$ cat config.mk
export PLATFORM = sky130hd
export DESIGN_NAME = sltc_top
export DESIGN_NICKNAME = d
export VERILOG_FILES = /design/src/sltc_pkg.sv /design/src/sltc_top.sv
export VERILOG_INCLUDE_DIRS = /design/src /design/src/src
export SDC_FILE = /design/constraint.sdc
export NUM_CORES = 1
export LEC_CHECK = 0
export BUFFER_PORTS_ARGS = -buffer_cell sky130_fd_sc_hd__buf_2
export CORE_MARGIN = 5
export CORE_UTILIZATION = 35
export CTS_BUF_LIST = sky130_fd_sc_hd__clkbuf_2
export DETAILED_ROUTE_END_ITERATION = 10
export PLACE_DENSITY = 0.54
export SYNTH_ARGS = -nofsm -noshare
export SYNTH_HDL_FRONTEND = slang
export SYNTH_SLANG_ARGS = --single-unit
$ cat constraint.sdc
create_clock -name clk -period 2.4 [get_ports clk]
set_clock_uncertainty 0.15 [all_clocks]
set_input_delay 0.12 -clock clk [delete_from_list [all_inputs] [get_ports clk]]
set_output_delay 0.12 -clock clk [all_outputs]
set_load 0.03 [all_outputs]
$ cat src/sltc_regs.svh
// Register offsets, reset values, field positions and frame counts
`ifndef SLTC_REGS_SVH
`define SLTC_REGS_SVH
`define SLTC_ADDR_LANE_EN 16'h8086
`define SLTC_ADDR_PLL 16'h8087
`define SLTC_ADDR_SYNC 16'h8088
`define SLTC_ADDR_TFAIL 16'h8089
`define SLTC_ADDR_TEST 16'h808A
`define SLTC_RST_LANE_EN 16'hFFFF
`define SLTC_RST_PLL 16'h8000
`define SLTC_RST_SYNC 16'h0000
`define SLTC_RST_TFAIL 16'h8000
`define SLTC_RST_TEST 16'h0000
`define SLTC_BIT_PLL_EN 15
`define SLTC_BIT_TFAIL_SEL 15
`define SLTC_TEST_WMASK 16'h3FFF
`define SLTC_PREAMBLE_LEN 6'h20
`define SLTC_HDR_LAST 6'h0C
`define SLTC_DATA_LAST 6'h0F
`define SLTC_DEVAD_A 5'h04
`define SLTC_DEVAD_B 5'h05
`define SLTC_SIDE_LANES 4
`define SLTC_PPM_521 11'h209
`define SLTC_PPM_390 11'h186
`define SLTC_PPM_195 11'h0C3
`define SLTC_PPM_98 11'h062
`define SLTC_PPM_695 11'h2B7
`endif

$ cat src/sltc_pkg.sv
// Types shared by the lane and test control register bank
`default_nettype none
package sltc_pkg;
  typedef enum logic [1:0] {
    SLTC_PRE = 2'b00,
    SLTC_HDR = 2'b01,
    SLTC_TA = 2'b10,
    SLTC_DATA = 2'b11
  } sltc_state_t;

  typedef enum logic [1:0] {
    SLTC_OP_ADDR = 2'b00,
    SLTC_OP_WRITE = 2'b01,
    SLTC_OP_RDINC = 2'b10,
    SLTC_OP_READ = 2'b11
  } sltc_op_t;

  typedef struct packed {
    logic [1:0] rsv;
    logic [1:0] equalizer_probe_mode;
    logic pad_loop_return;
    logic int_loop;
    logic scan_input_enable;
    logic scan_output_enable;
    logic [3:0] frequency_ramp_select;
    logic pll_bypass_select;
    logic [2:0] pattern_select;
  } sltc_test_word_t;

  typedef struct packed {
    logic [7:0] tx;
    logic [7:0] rx;
  } sltc_lanes_t;

  typedef struct packed {
    logic [1:0] equalizer_probe_mode;
    logic pad_loop_return;
    logic int_loop;
    logic rx_scan_input_enable;
    logic tx_scan_output_enable;
    logic pll_bypass_select;
    logic [2:0] pattern_select;
  } sltc_test_ctl_t;
endpackage : sltc_pkg

`default_nettype wire

$ cat src/sltc_top.sv
// Lane pair, PLL and test control registers behind a Clause 45 MDIO slave
// Overview of operation
// - Transmit pair of lane n follows lane-enable bit 8+n; bit 15 is lane 7.
// - Receive pair of lane n follows lane-enable bit n; bit 7 is lane 7.
// - Whole-device power-down turns off every transmit and receive pair.
// - Side A power-down kills lanes 0-3, side B kills lanes 4-7.
// - Tx bits 11:8, rx bits 3:0 are side A; 15:12 and 7:4 side B.
// - PLL control bit 15 runs the serializer PLL; enabled after reset.
// - Lane status bits 15:8 are unsupported comma flags, read zero.
// - Lane status bits 7:0 are unsupported link-lost flags, read zero.
// - Test-fail pin shows transmit failure on select zero, receive on one.
// - Test bits 13:12 pick equalizer probe mode; zero after reset.
// - Pad loopback acts only while internal loopback bit 10 is set.
// - Test bit 10 enables internal loopback for pattern checking.
// - Test bit 9 enables scan inputs on the receive serializer only.
// - Test bit 8 enables scan outputs on the transmit serializer only.
// - Test bit 3 bypasses the serializer PLL; zero after reset.
// - Test bits 2:0 select generated and checked test pattern.
// - Test bits 7:4 select frequency ramp; off whenever bit 4 is zero.
// - Ramp codes map to fixed ppm offsets; top two depend on quick update.
// - The quick update enable input modifies the two highest ramp codes.
`timescale 1ns/1ns
`default_nettype none
`include "sltc_regs.svh"

module sltc_top (
  input wire logic clk,
  input wire logic arst_n,
  input wire logic mdc,
  input wire logic mdio_i,
  output logic mdio_o,
  output logic mdio_oe,
  input wire logic [4:0] port_addr,
  input wire logic pd_all,
  input wire logic pd_side_a,
  input wire logic pd_side_b,
  input wire logic quick_update_enable,
  input wire logic tx_test_fail,
  input wire logic rx_test_fail,
  output var sltc_pkg::sltc_lanes_t pair_en,
  output logic pll_enable,
  output logic test_fail_out,
  output var sltc_pkg::sltc_test_ctl_t test_ctl,
  output logic ramp_enable,
  output logic signed [10:0] ramp_ppm
);
  import sltc_pkg::*;

  // Management pins are asynchronous to clk
  logic mdc_s1, mdc_s2, mdc_s3;
  logic mdio_s1, mdio_s2;
  logic [4:0] prt_s1, prt_s2;

  always_ff @(posedge clk or negedge arst_n) begin
    if (!arst_n) begin
      mdc_s1 <= 1'b0;
      mdc_s2 <= 1'b0;
      mdc_s3 <= 1'b0;
      mdio_s1 <= 1'b1;
      mdio_s2 <= 1'b1;
      prt_s1 <= 5'h00;
      prt_s2 <= 5'h00;
    end else begin
      mdc_s1 <= mdc;
      mdc_s2 <= mdc_s1;
      mdc_s3 <= mdc_s2;
      mdio_s1 <= mdio_i;
      mdio_s2 <= mdio_s1;
      prt_s1 <= port_addr;
      prt_s2 <= prt_s1;
    end
  end

  logic mdc_rise, mdc_fall;
  assign mdc_rise = mdc_s2 & ~mdc_s3;
  assign mdc_fall = ~mdc_s2 & mdc_s3;

  sltc_state_t state_r;
  logic [5:0] cnt_r;
  logic [15:0] shift_r;
  sltc_op_t op_r;
  logic hit_r;
  logic [12:0] hdr;
  logic [15:0] word;
  logic frame_end;

  assign hdr = {shift_r[11:0], mdio_s2};
  assign word = {shift_r[14:0], mdio_s2};
  assign frame_end = (state_r == SLTC_DATA) && mdc_rise &&
                     (cnt_r == `SLTC_DATA_LAST);

  // Frame walker: preamble, ST/OP/PRTAD/DEVAD, turnaround, data
  always_ff @(posedge clk or negedge arst_n) begin
    if (!arst_n) begin
      state_r <= SLTC_PRE;
      cnt_r <= 6'h00;
      shift_r <= 16'h0000;
      op_r <= SLTC_OP_ADDR;
      hit_r <= 1'b0;
    end else if (mdc_rise) begin
      case (state_r)
        SLTC_PRE: begin
          if (mdio_s2) begin
            if (cnt_r != `SLTC_PREAMBLE_LEN) begin
              cnt_r <= cnt_r + 6'h01;
            end
          end else if (cnt_r == `SLTC_PREAMBLE_LEN) begin
            state_r <= SLTC_HDR;
            cnt_r <= 6'h00;
          end else begin
            cnt_r <= 6'h00;
          end
        end
        SLTC_HDR: begin
          shift_r <= word;
          cnt_r <= cnt_r + 6'h01;
          if (cnt_r == `SLTC_HDR_LAST) begin
            cnt_r <= 6'h00;
            // A second start bit of one is not a Clause 45 frame
            if (hdr[12]) begin
              state_r <= SLTC_PRE;
            end else begin
              state_r <= SLTC_TA;
              op_r <= sltc_op_t'(hdr[11:10]);
              hit_r <= (hdr[9:5] == prt_s2) &&
                       ((hdr[4:0] == `SLTC_DEVAD_A) ||
                        (hdr[4:0] == `SLTC_DEVAD_B));
            end
          end
        end
        SLTC_TA: begin
          cnt_r <= cnt_r + 6'h01;
          if (cnt_r == 6'h01) begin
            state_r <= SLTC_DATA;
            cnt_r <= 6'h00;
          end
        end
        SLTC_DATA: begin
          shift_r <= word;
          cnt_r <= cnt_r + 6'h01;
          if (cnt_r == `SLTC_DATA_LAST) begin
            state_r <= SLTC_PRE;
            cnt_r <= 6'h00;
          end
        end
        default: begin
          state_r <= SLTC_PRE;
          cnt_r <= 6'h00;
        end
      endcase
    end
  end

  logic [15:0] addr_r;
  logic [15:0] lane_en_r;
  logic [15:0] pll_r;
  logic [15:0] tfail_r;
  sltc_test_word_t test_r;
  logic is_rd;
  logic hit_end;
  assign is_rd = op_r[1];
  assign hit_end = frame_end && hit_r;

  // One address pointer serves both device addresses
  always_ff @(posedge clk or negedge arst_n) begin
    if (!arst_n) begin
      addr_r <= 16'h0000;
    end else if (hit_end) begin
      if (op_r == SLTC_OP_ADDR) begin
        addr_r <= word;
      end else if (op_r == SLTC_OP_RDINC) begin
        addr_r <= addr_r + 16'h0001;
      end
    end
  end

  always_ff @(posedge clk or negedge arst_n) begin
    if (!arst_n) begin
      lane_en_r <= `SLTC_RST_LANE_EN;
      pll_r <= `SLTC_RST_PLL;
      tfail_r <= `SLTC_RST_TFAIL;
      test_r <= `SLTC_RST_TEST;
    end else if (hit_end && (op_r == SLTC_OP_WRITE)) begin
      case (addr_r)
        `SLTC_ADDR_LANE_EN: lane_en_r <= word;
        `SLTC_ADDR_PLL: pll_r <= word & `SLTC_RST_PLL;
        `SLTC_ADDR_TFAIL: tfail_r <= word & `SLTC_RST_TFAIL;
        `SLTC_ADDR_TEST: test_r <= word & `SLTC_TEST_WMASK;
        default: ;
      endcase
    end
  end

  // Unmapped addresses and the unsupported status word read zero
  function automatic logic [15:0] rd_value(input logic [15:0] a);
    logic [15:0] v;
    v = 16'h0000;
    case (a)
      `SLTC_ADDR_LANE_EN: v = lane_en_r;
      `SLTC_ADDR_PLL: v = pll_r;
      `SLTC_ADDR_SYNC: v = `SLTC_RST_SYNC;
      `SLTC_ADDR_TFAIL: v = tfail_r;
      `SLTC_ADDR_TEST: v = test_r;
      default: v = 16'h0000;
    endcase
    return v;
  endfunction : rd_value

  // Read driver changes on falling MDC so the station samples on rising
  logic [15:0] rd_shift_r;
  always_ff @(posedge clk or negedge arst_n) begin
    if (!arst_n) begin
      mdio_o <= 1'b0;
      mdio_oe <= 1'b0;
      rd_shift_r <= 16'h0000;
    end else if (mdc_rise && (state_r == SLTC_TA) && (cnt_r == 6'h01)) begin
      rd_shift_r <= rd_value(addr_r);
    end else if (mdc_fall) begin
      if (hit_r && is_rd && (state_r == SLTC_TA) && (cnt_r == 6'h01)) begin
        mdio_o <= 1'b0;
        mdio_oe <= 1'b1;
      end else if (hit_r && is_rd && (state_r == SLTC_DATA)) begin
        mdio_o <= rd_shift_r[15];
        mdio_oe <= 1'b1;
        rd_shift_r <= {rd_shift_r[14:0], 1'b0};
      end else begin
        mdio_o <= 1'b0;
        mdio_oe <= 1'b0;
      end
    end
  end

  // Lane pair gating, power-down always wins over the enable bits
  logic [7:0] lane_off;
  logic [7:0] tx_nxt, rx_nxt;
  for (genvar n = 0; n < 8; n++) begin : g_lane
    if (n < `SLTC_SIDE_LANES) begin : g_side_a
      assign lane_off[n] = pd_all | pd_side_a;
    end else begin : g_side_b
      assign lane_off[n] = pd_all | pd_side_b;
    end
    assign tx_nxt[n] = lane_en_r[8 + n] & ~lane_off[n];
    assign rx_nxt[n] = lane_en_r[n] & ~lane_off[n];
  end

  always_ff @(posedge clk or negedge arst_n) begin
    if (!arst_n) begin
      pair_en <= '0;
    end else begin
      pair_en.tx <= tx_nxt;
      pair_en.rx <= rx_nxt;
    end
  end

  always_ff @(posedge clk or negedge arst_n) begin
    if (!arst_n) begin
      pll_enable <= 1'b1;
      test_fail_out <= 1'b0;
    end else begin
      pll_enable <= pll_r[`SLTC_BIT_PLL_EN];
      test_fail_out <= tfail_r[`SLTC_BIT_TFAIL_SEL] ? rx_test_fail
                                                    : tx_test_fail;
    end
  end

  always_ff @(posedge clk or negedge arst_n) begin
    if (!arst_n) begin
      test_ctl <= '0;
    end else begin
      test_ctl.equalizer_probe_mode <= test_r.equalizer_probe_mode;
      test_ctl.pad_loop_return <= test_r.pad_loop_return &
                                  test_r.int_loop;
      test_ctl.int_loop <= test_r.int_loop;
      test_ctl.rx_scan_input_enable <= test_r.scan_input_enable;
      test_ctl.tx_scan_output_enable <= test_r.scan_output_enable;
      test_ctl.pll_bypass_select <= test_r.pll_bypass_select;
      // Reserved codes are passed on; the pattern engine treats them as off
      test_ctl.pattern_select <= test_r.pattern_select;
    end
  end

  function automatic logic signed [10:0] ramp_value(input logic [3:0] c,
                                                    input logic q);
    logic signed [10:0] p;
    p = 11'h000;
    case (c[3:1])
      3'h0: p = -`SLTC_PPM_521;
      3'h1: p = `SLTC_PPM_521;
      3'h2: p = -`SLTC_PPM_390;
      3'h3: p = `SLTC_PPM_390;
      3'h4: p = -`SLTC_PPM_195;
      3'h5: p = `SLTC_PPM_195;
      3'h6: p = q ? -`SLTC_PPM_695 : -`SLTC_PPM_98;
      3'h7: p = q ? `SLTC_PPM_695 : `SLTC_PPM_98;
      default: p = 11'h000;
    endcase
    return p;
  endfunction : ramp_value

  always_ff @(posedge clk or negedge arst_n) begin
    if (!arst_n) begin
      ramp_enable <= 1'b0;
      ramp_ppm <= 11'h000;
    end else if (test_r.frequency_ramp_select[0]) begin
      ramp_enable <= 1'b1;
      ramp_ppm <= ramp_value(test_r.frequency_ramp_select,
                             quick_update_enable);
    end else begin
      ramp_enable <= 1'b0;
      ramp_ppm <= 11'h000;
    end
  end
endmodule : sltc_top

`default_nettype wire

After elaboration in Yosys (flattened, before gate mapping)
Cells that the tools add are included.
- input port bits: 15
- latch bits: 0
- bits in registers: 147
- logic and storage cells: 160
- memories: 0
- memory bits (read-only): 0
- memory bits (writable): 0
- div/mod/pow operators: 0
- reductions and logical operators: 30
- bitwise operators: 27
- shift-type cells: 0
- $add $sub $neg: 2
- equality and inequality tests: 31
- magnitude comparators: 0
- multiply operators: 0
- muxes and demuxes: 30
- operators by type and width (operator ; number):
    $mux W16 ; 6
    $pmux W11 S8 ; 1
    $eq A16 B16 Y1 const B ; 4
    $pmux W16 S4 ; 1
    $mux W6 ; 5
    $pmux W6 S4 ; 1
    $mux W10 ; 2
    $and A1 B1 Y1 ; 19
    $add A16 B1 Y16 const B ; 1
    $reduce_and A2 Y1 ; 8
    $eq A3 B3 Y1 const B ; 4
    $eq A6 B4 Y1 const B ; 2
    $mux W2 ; 6
    $logic_and A1 B1 Y1 ; 11
    $mux W11 ; 1
    $eq A5 B3 Y1 const B ; 2
    $ne A2 B2 Y1 const B ; 5
    $pmux W2 S4 ; 1
    $add A6 B1 Y6 const B ; 1
    $eq A2 B2 Y1 const B ; 3
    $eq A3 B2 Y1 const B ; 2
    $eq A6 B1 Y1 const B ; 1
    $eq A6 B6 Y1 const B ; 1
    $mux W1 ; 6
    16 further kinds ; 26

Depth between registers and ports, before layout
Gate-level depths: netlist of run 1.
- word-level depth: 7
- depth in mapped cells: 8
- depth with buffers taken out: 6

Least setup slack after synthesis of run 1
OpenSTA, ideal clock, no wires.
- kind: reg2reg
- start point: register cnt_r[0]
- end point: register lane_en_r[10]
- data required time: 2.168 ns
- stages on the path, launching flop included: 8
- arrival time: 2.039 ns
- period minus slack after synthesis: 2.271 ns
- setup slack: 0.129 ns
- path through: dfrtp_1 -> ha_1 -> and3b_1 -> buf_2 -> nand4_4 -> nor4_4 -> buf_8 -> mux2_4
- longest elaborated chain between the ends: 5
- RTL lines (item ; RTL line ; RTL):
    start: declaration ; sltc_top.sv:79 ; logic [5:0] cnt_r;
    start signal: assignment ; sltc_top.sv:105 ; cnt_r <= cnt_r + 6'h01;
    start signal: assignment ; sltc_top.sv:116 ; cnt_r <= cnt_r + 6'h01;
    start signal: assignment ; sltc_top.sv:132 ; cnt_r <= cnt_r + 6'h01;
    $eq A6 B4 Y1 (no source line) ; -- ;
    $logic_and A1 B1 Y1 ; sltc_top.sv:89 ; assign frame_end = (state_r == SLTC_DATA) && mdc_rise &&
    $logic_and A1 B1 Y1 ; sltc_top.sv:162 ; assign hit_end = frame_end && hit_r;
    $logic_and A1 B1 Y1 ; sltc_top.sv:183 ; end else if (hit_end && (op_r == SLTC_OP_WRITE)) begin
    $reduce_and A2 Y1 (no source line) ; -- ;
    end signal: assignment ; sltc_top.sv:179 ; lane_en_r <= `SLTC_RST_LANE_EN;
    end signal: assignment ; sltc_top.sv:185 ; `SLTC_ADDR_LANE_EN: lane_en_r <= word;
    end: declaration ; sltc_top.sv:155 ; logic [15:0] lane_en_r;
No other way between the ends.
A chain may end at the register's enable or synchronous reset.

Worst setup path after layout of run 1
- start point: register addr_r[4]
- end point: register test_r[6] in the netlist's numbering
- longest elaborated chain between the ends: 2
- RTL lines (item ; RTL line ; RTL):
    start: declaration ; sltc_top.sv:154 ; logic [15:0] addr_r;
    start signal: assignment ; sltc_top.sv:170 ; addr_r <= word;
    start signal: assignment ; sltc_top.sv:172 ; addr_r <= addr_r + 16'h0001;
    $eq A16 B16 Y1 ; sltc_top.sv:184 ; case (addr_r)
    $reduce_and A2 Y1 (no source line) ; -- ;
    end signal: assignment ; sltc_top.sv:182 ; test_r <= `SLTC_RST_TEST;
    end signal: assignment ; sltc_top.sv:188 ; `SLTC_ADDR_TEST: test_r <= word & `SLTC_TEST_WMASK;
    end: declaration ; sltc_top.sv:158 ; sltc_test_word_t test_r;
No other way between the ends.

==> impl_metrics.env, run 1 <==
export IMPL_outcome="finished, final reports clean"
export IMPL_crit_type="reg -> reg"
export IMPL_synth_compound_area_frac=0.109
export IMPL_antenna_found_initial=1
export IMPL_powerDensity_mw_per_mm2=665
export IMPL_yosys_warnings=0
export IMPL_cap_violations=0
export IMPL_coreArea_mm2=0.0180
export IMPL_mostFrequentLayoutCell="dfrtp_1"
export IMPL_grt_pass1_wl_um=24400
export IMPL_synth_xor_area_frac=0.0219
export IMPL_yosys_top_cells_area="dfrtp_1 (49%), dfstp_2 (8.6%), mux2_2 (7.4%), mux2i_1 (2.5%), mux2_4 (2.3%)"
export IMPL_syn_nets=540
export IMPL_crit_start="addr_r[4]"
export IMPL_rows=49
export IMPL_drive_above_1_share=0.305
export IMPL_start_util=0.356
export IMPL_cts_tree="yes"
export IMPL_die_area_mm2=0.0211
export IMPL_die_height_um=145
export IMPL_postSynth_asyncResetShare=1.00
export IMPL_wl_per_cell_um=17.1
export IMPL_cts_buffer_depth=2
export IMPL_cts_sinks=147
export IMPL_leakagePower_uw=0.00342
export IMPL_cts_buffers_inserted=17
export IMPL_muxShareOfSynthArea=0.123
export IMPL_chipWidth_um=145
export IMPL_final_cell_mix="dfrtp_1 (126), buf_2 (55), mux2_2 (42), a21oi_1 (27), dlygate4sd3_1 (26)"
export IMPL_yosys_area_share_simple=0.127
export IMPL_cp_max_fo=14
export IMPL_synth_cell_type_count=59
export IMPL_hp_start="quick_update_enable"
export IMPL_via_per_inst=5.21
export IMPL_avgSynthCellArea_um2=12.3
export IMPL_drcViolationCount=0
export IMPL_cts_max_level=4
export IMPL_hold_path_class="in -> reg"
export IMPL_final_nets=638
export IMPL_synth_edf_count=0
export IMPL_cts_root_buf="clkbuf_2"
export IMPL_timing_hold_ws_ns=0.188
export IMPL_grt_max_degree=88
export IMPL_vias=4479
export IMPL_yosysTopAreaCell="dfrtp_1"
export IMPL_synthCells=519
export IMPL_slew_headroom=0.433
export IMPL_synth_top_family_by_area="simple AND/OR/NAND/NOR gates"
export IMPL_synth_area_mm2=0.00639
export IMPL_cp_required_ns=2.87
export IMPL_cp_end_kind="flip-flop"
export IMPL_synth_ff_latch_count=147
export IMPL_finalMaxSlewViolations=0
export IMPL_finalCritPeriodShare=0.956
export IMPL_layout_area_overhead_vs_synth_pct=18.4
export IMPL_synth_seq_area_share=0.580
export IMPL_fmax_mhz=436
export IMPL_port_buffers=56
export IMPL_startpoint_type="flip-flop"
export IMPL_clk_pin_slew_ns=0.21
export IMPL_worst_slew_pin_slew_ns=0.839
export IMPL_reg2reg_depth=5
export IMPL_arrival_ns=2.76
export IMPL_period_minus_slack_ns=2.30
export IMPL_ant_nets=0
export IMPL_drt_pass1_iterations=6
export IMPL_r2r_start="addr_r[4]"
export IMPL_n_fill_cell=1734
export IMPL_setup_violations=0
export IMPL_detailedPlacementHpwl_um=10500
export IMPL_drt_iter0_drc=281
export IMPL_ir_drop_mv=0.291
export IMPL_gp_congestion=0.841
export IMPL_gr_total_overflow=0
export IMPL_io_pins=57
export IMPL_grt_pass1_vias=4527
export IMPL_whs_path_depth=5
export IMPL_report_final_hold_viol_count=0
export IMPL_synthDominantCellAreaShare=0.493
export IMPL_synthAdderAreaFrac=0.0117
export IMPL_worstSkewPairLatency_ns=0.72
export IMPL_ys_flop_type="dfrtp_1"
export IMPL_post_cts_setup_buffers=0
export IMPL_wl_um=14700
export IMPL_grt_use_total=0.142
export IMPL_p_total_uw=5030
## routing by layer
layer,GRT usage,vias to the layer above,part of all wire
met5,0,-,0
met4,0.0583,0,0.025
met3,0.0362,28,0.048
met2,0.223,124,0.47
met1,0.187,2235,0.46
li1,-,2092,-
## where the power goes
part	internal [uW]	total, uW	leakage [uW]	switching (uW)
registers	2650	2950	0.00191	306
clock network	487	1390	0.000143	898
logic	339	697	0.00137	358
## cells by family after synthesis
group / count (synthesis)
compound gates: 107
xor+xnor: 16
fa+ha+maj: 6
buf+inv: 38
flops: 147
mux: 68
simple gates: 137
## registers in the layout, indices dropped and copies added (netlist names), 2 cells and up, named ones only
register	flops
addr_r	16
cnt_r	6
lane_en_r	16
op_r	2
pair_en	16
prt_s1	5
prt_s2	5
ramp_ppm	11
rd_shift_r	16
shift_r	15
test_ctl	10
test_r	14
## stage by stage
stage	util	cells	instance area, um2	TNS [ns]	worst slack (ns)
floorplan	-	519	6390	0	0.129
global placement	0.393	801	7060	0	0.106
detailed placement	0.393	801	7060	0	0.0702
CTS	0.420	859	7550	0	0.0392
global route	0.421	860	7570	-0.0385	-0.0142
finish	0.421	860	7570	0	0.105
## path summary, 6_finish.rpt
path | end | slack, ns
setup / recovery | test_r[6] | 0.10
hold / removal | ramp_ppm[7] | 0.19
setup reg to reg | test_r[6] | 0.10
hold reg to reg | mdio_s2 | 0.22
max in group asynchronous | lane_en_r[5] | 0.88
min in group asynchronous | cnt_r[0] | 0.33
## cells in the mapped netlist, types with 5 or more instances
| library cell | count |
|---|---|
| xor2_1 | 9 |
| a21oi_1 | 27 |
| nand2_1 | 21 |
| mux2i_1 | 16 |
| dfstp_2 | 21 |
| a22oi_1 | 14 |
| o22ai_1 | 22 |
| clkbuf_1 | 17 |
| nand2b_1 | 7 |
| xnor2_1 | 7 |
| nor2_1 | 24 |
| ha_1 | 6 |
| dfrtp_1 | 126 |
| mux2_4 | 10 |
| nand4_1 | 9 |
| o21ai_0 | 11 |
| nor4_1 | 9 |
| inv_1 | 11 |
| nand3_1 | 16 |
| mux2_2 | 42 |
| and2_1 | 18 |
| buf_2 | 5 |
## area by class of cell
class                           count  area, um2  share of cell area
Multi-Input combinational cell    334       2520               0.334
Timing Repair Buffer              106        777               0.103
Inverter                           11       41.3             0.00546
Clock buffer                       19       95.1              0.0126
Sequential cell                   147       3700               0.490
Antenna cell                        1       2.50            0.000331
Tap cell                          229        287              0.0379
Clock inverter                     13        135              0.0179
## what timing repair did
| item | 4_1_cts | 5_1_grt |
|---|---|---|
| hold endpoints to repair | 178 | 0 |
| hold buffers | 26 | 0 |
| endpoints found under the setup margin | 0 | 32 |
| gates resized for setup | 0 | 2 |
## worst max-delay path, cell delays in order, from the launching register on
cell     delay, ns
dfrtp_1       0.49
nor4_1        0.41
nand4_1       0.30
nor4b_4       0.34
buf_12        0.19
mux2_2        0.33
Power figures use the tool's default switching activity.
==> run 2, diff against run 1 <==
Settings changed: CELL_PAD_IN_SITES_DETAIL_PLACEMENT from default to 0, CELL_PAD_IN_SITES_GLOBAL_PLACEMENT from default to 1, CORE_MARGIN 5 to default, PLACE_DENSITY 0.54 to 0.64.
==> impl_metrics.env, run 2 (synthesis results as in run 1) <==
export IMPL_outcome="finished, final reports clean"
export IMPL_detailedPlacementHpwl_um=10400
export IMPL_worst_path_buf_inv=3
export IMPL_antenna_found_initial=1
export IMPL_rsz0062_at_grt="false"
export IMPL_gp_congestion=0.824
export IMPL_r2r_slack_ns=0.15
export IMPL_cp_max_fo=14
export IMPL_drt_pass1_iterations=4
export IMPL_fmax_mhz=444
export IMPL_leakagePower_uw=0.00346
export IMPL_cp_end_kind="flip-flop"
export IMPL_ir_drop_mv=0.310
export IMPL_n_fill_cell=1684
export IMPL_cp_top_family="simple AND/OR/NAND/NOR gates"
export IMPL_rows=49
export IMPL_path_cells="nor4_2 > buf_4 > nand4_1 > buf_4 > nor4b_4 > buf_12 > mux2_2"
export IMPL_r2r_start="addr_r[4]"
export IMPL_ant_nets=0
export IMPL_wl_per_cell_um=17.3
export IMPL_cts_buffer_depth=2
export IMPL_final_nets=642
export IMPL_die_area_mm2=0.0188
export IMPL_cts_sinks=147
export IMPL_grt_pass1_wl_um=24000
export IMPL_period_minus_slack_ns=2.25
export IMPL_clk_pin_slew_ns=0.25
export IMPL_endpoint="test_r[13]"
export IMPL_coreArea_mm2=0.0179
export IMPL_final_cell_mix="dfrtp_1 (126), buf_2 (55), mux2_2 (42), a21oi_1 (27), dlygate4sd3_1 (26)"
export IMPL_drive_above_1_share=0.314
export IMPL_cp_slowest_stage_delay_ns=0.49
export IMPL_dp_slack_ns=0.132
export IMPL_slew_headroom=0.618
export IMPL_io_pins=57
export IMPL_reg2reg_depth=7
export IMPL_crit_start="addr_r[4]"
export IMPL_via_per_inst=5.27
export IMPL_start_util=0.357
export IMPL_cts_max_level=4
export IMPL_finalMaxSlewViolations=0
export IMPL_cp_depth=7
export IMPL_finalCritPeriodShare=0.939
export IMPL_grt_max_degree=52
export IMPL_cts_tree="yes"
export IMPL_cts_root_buf="clkbuf_2"
export IMPL_worst_slew_pin_slew_ns=0.571
export IMPL_grt_use_total=0.171
export IMPL_path_common_cell="buf_4"
export IMPL_hold_path_class="in -> reg"
export IMPL_port_buffers=56
export IMPL_mostFrequentLayoutCell="dfrtp_1"
export IMPL_layout_area_overhead_vs_synth_pct=19.6
export IMPL_startpoint_type="flip-flop"
export IMPL_cts_buffers_inserted=17
export IMPL_crit_path_top_delay_cell="dfrtp_1"
export IMPL_powerDensity_mw_per_mm2=681
export IMPL_wl_um=14900
export IMPL_fin_ws_ns=0.147
export IMPL_grt_pass1_vias=4539
export IMPL_cp_required_ns=2.89
export IMPL_report_final_hold_viol_count=0
export IMPL_fin_setup_tns_ns=0
export IMPL_regToRegEndpoint="test_r[13]"
export IMPL_drcViolationCount=0
export IMPL_cap_violations=0
export IMPL_post_cts_setup_buffers=0
export IMPL_die_height_um=137
export IMPL_vias=4549
export IMPL_setup_violations=0
export IMPL_drt_iter0_drc=256
export IMPL_crit_type="reg -> reg"
export IMPL_arrival_ns=2.74
export IMPL_chipWidth_um=137
export IMPL_gr_total_overflow=0
export IMPL_worstSkewPairLatency_ns=0.74
-- run 2: cell types whose count changed in the layout (fill, tap and decap cells not counted), sizes merged --
cell      change
clkinv        -7
clkinvlp      +1
inv           +8
buf           +4
clkbuf        -2
-- run 2: stage by stage --
| stage | hold WS, ns | area (um2) | total power [uW] | instances | util |
|---|---|---|---|---|---|
| after detailed placement | -0.0164 | 7070 | 3670 | 804 | 0.395 |
| final | 0.149 | 7640 | 5210 | 864 | 0.427 |
| after CTS | 0.0779 | 7630 | 5290 | 863 | 0.426 |
| after global routing | 0.104 | 7640 | 5510 | 864 | 0.427 |
| after global placement | -0.0282 | 7070 | 3650 | 804 | 0.395 |
| after floorplan | -0.326 | 6390 | 3340 | 519 | - |
-- run 2: worst register-to-register path: stages, from the launching register on --
cell,delay [ns]
dfrtp_1,0.49
nor4_2,0.31
buf_4,0.16
nand4_1,0.09
buf_4,0.17
nor4b_4,0.27
buf_12,0.19
mux2_2,0.34
-- run 2: how the worst min path moves through the flow --
stage,startpoint,end,cells after the start
global route,pd_all,pair_en[5],4
detailed placement,arst_n,pair_en[10],1
floorplan,arst_n,async pin,0
finish,pd_side_b,pair_en[5],4
CTS,pd_side_b,pair_en[5],4
global placement,arst_n,pair_en[11],1
-- run 2: final cells by class --
type | instances | area (um2) | share of cell area
multi-input cells | 334 | 2520 | 0.330
repair buffers | 110 | 815 | 0.107
clock inverters | 15 | 184 | 0.0241
flip-flops and latches | 147 | 3700 | 0.485
clock buffers | 17 | 85.1 | 0.0111
inverters | 11 | 41.3 | 0.00540
well taps | 229 | 287 | 0.0375
diodes | 1 | 2.50 | 0.000327
-- run 2: per-layer routing --
| layer | vias to the layer above | GRT usage | wire (um) |
|---|---|---|---|
| met1 | 2298 | 0.230 | 6950 |
| met4 | 0 | 0.0763 | 404 |
| met2 | 104 | 0.261 | 7030 |
| met3 | 29 | 0.0407 | 555 |
| li1 | 2118 | - | - |
| met5 | - | 0 | 0 |
-- run 2: timing repair --
| item | in CTS | in global routing |
|---|---|---|
| hold endpoints to repair | 178 | 0 |
| endpoints found under the setup margin | 0 | 14 |
| hold buffers | 27 | 0 |
| resized for setup | 0 | 2 |
-- run 2: power by group --
part	total, uW	switching, uW	internal, uW
sequential	2980	329	2650
combinational	692	351	341
clock	1540	1010	533
total	5210	1690	3520
==> run 3, diff against run 2 <==
Settings changed: CAP_MARGIN from default to 20, PLACE_DENSITY 0.64 to 0.62.
Clock period 2.4 ns to 2.2 ns, I/O delays scaled along.
==> impl_metrics.env, run 3 (synthesis results as in run 1) <==
export IMPL_fin_setup_tns_ns=-0.00166
export IMPL_cts_root_buf="clkbuf_2"
export IMPL_rsz0062_at_grt="true"
export IMPL_final_nets=667
export IMPL_grt_pass1_vias=4544
export IMPL_wl_um=15500
export IMPL_antenna_found_initial=1
export IMPL_chipWidth_um=137
export IMPL_io_pins=57
export IMPL_report_final_hold_viol_count=0
export IMPL_dpl_cell_area_mm2=0.00726
export IMPL_cp_max_fo=8
export IMPL_clkPwrFrac=0.261
export IMPL_grt_pass1_wl_um=24500
export IMPL_fin_ws_ns=-0.00166
export IMPL_p_comb_frac=0.164
export IMPL_cts_sinks=147
export IMPL_final_cell_mix="dfrtp_1 (126), buf_2 (55), buf_4 (46), mux2_2 (31), a21oi_1 (27)"
export IMPL_cts_tree="yes"
export IMPL_finalMaxSlewViolations=0
export IMPL_seqPwrFrac=0.575
export IMPL_drive_above_1_share=0.349
export IMPL_cp_required_ns=2.71
export IMPL_worst_slew_pin_slew_ns=0.599
export IMPL_leakagePower_uw=0.00361
export IMPL_ir_drop_mv=0.273
export IMPL_die_height_um=137
export IMPL_clk_pin_slew_ns=0.24
export IMPL_cts_max_level=4
export IMPL_coreArea_mm2=0.0179
export IMPL_gp_congestion=0.869
export IMPL_switchingPower_uw=1800
export IMPL_worstSkewPairLatency_ns=0.72
export IMPL_finalCritPeriodShare=1.00
export IMPL_outcome="complete, but fails checks"
export IMPL_grt_max_degree=40
export IMPL_cp_end_kind="flip-flop"
export IMPL_die_area_mm2=0.0188
export IMPL_vias=4600
export IMPL_crit_type="reg -> reg"
export IMPL_drt_pass1_iterations=4
export IMPL_detailedPlacementHpwl_um=10700
export IMPL_grt_use_total=0.175
export IMPL_arrival_ns=2.71
export IMPL_final_cell_area_mm2=0.00790
export IMPL_rows=49
export IMPL_hold_path_class="in -> reg"
export IMPL_cap_violations=0
export IMPL_gr_total_overflow=0
export IMPL_violations="negative setup slack"
export IMPL_internal_power_uw=3760
export IMPL_p_sw_frac=0.324
export IMPL_drcViolationCount=0
export IMPL_powerDensity_mw_per_mm2=704
export IMPL_setup_violations=1
export IMPL_fmax_mhz=454
export IMPL_cts_buffers_inserted=17
export IMPL_drt_iter0_drc=251
export IMPL_port_buffers=56
export IMPL_layout_area_overhead_vs_synth_pct=23.6
export IMPL_wl_per_cell_um=17.5
export IMPL_utilization=0.441
export IMPL_slew_headroom=0.599
export IMPL_via_per_inst=5.17
export IMPL_mostFrequentLayoutCell="dfrtp_1"
export IMPL_cts_buffer_depth=2
export IMPL_startpoint_type="flip-flop"
export IMPL_ant_nets=0
export IMPL_start_util=0.357
export IMPL_period_minus_slack_ns=2.20
-- run 3: area by class of cell --
| cell class | count | area (um2) |
|---|---|---|
| clock inverters | 14 | 129 |
| flip-flops and latches | 147 | 3700 |
| multi-input cells | 334 | 2610 |
| repair buffers | 135 | 1040 |
| clock buffers | 18 | 90.1 |
| inverters | 11 | 41.3 |
| diodes | 1 | 2.50 |
| well taps | 229 | 287 |
| fillers | 1708 | 10000 |
-- run 3: worst paths after layout --
path	start	to	slack [ns]	cells past startpoint
max reg2reg	addr_r[10]	lane_en_r[10]	-0.002	7
max in group asynchronous	arst_n	test_ctl[5]	1.14	4
min	quick_update_enable	ramp_ppm[0]	0.08	4
min reg2reg	mdio_s1	mdio_s2	0.22	0
min in group asynchronous	arst_n	pll_r[15]	0.43	3
max	addr_r[10]	lane_en_r[10]	-0.002	7
-- run 3: timing repair --
item                       CTS  global route
pin swaps                    1             2
cloned                       0             1
setup buffers                0             5
resized for setup            4            17
hold endpoints to repair   178             0
setup endpoints to repair   16            42
hold buffers                26             0
-- run 3: routing by layer --
layer  part of all wire  routed length, um  GRT usage
met4              0.019                293     0.0604
met3              0.042                646     0.0459
met2               0.46               7180      0.263
met1               0.48               7420      0.244
met5                  0                  0          0
-- run 3: power groups by stage --
stage / Sequential (uW) / Clock [uW] / Combinational [uW]
2_1_floorplan: 3120 / 0 / 529
3_3_place_gp: 3240 / 0 / 825
3_5_place_dp: 3240 / 0 / 837
4_1_cts: 3190 / 1520 / 880
5_1_grt: 3230 / 1640 / 1020
6_report: 3190 / 1450 / 913
-- run 3: stage by stage --
step	setup slack [ns]	cells	power (uW)	hold slack [ns]
after floorplan	-0.0121	519	3640	-0.336
after global placement	0.0159	824	4060	-0.0115
after detailed placement	-0.00209	824	4080	-0.00806
after CTS	0.000433	882	5590	0.000285
after global routing	-0.0561	889	5890	0.0109
final	-0.00166	889	5560	0.0810
-- run 3: worst max-delay path, cell delays in order, from the launching register on --
cell	delay, ns
dfrtp_1	0.44
nor4_2	0.34
nand4_1	0.23
buf_4	0.21
nor4_4	0.14
buf_4	0.16
clkbuf_16	0.15
mux2_4	0.30
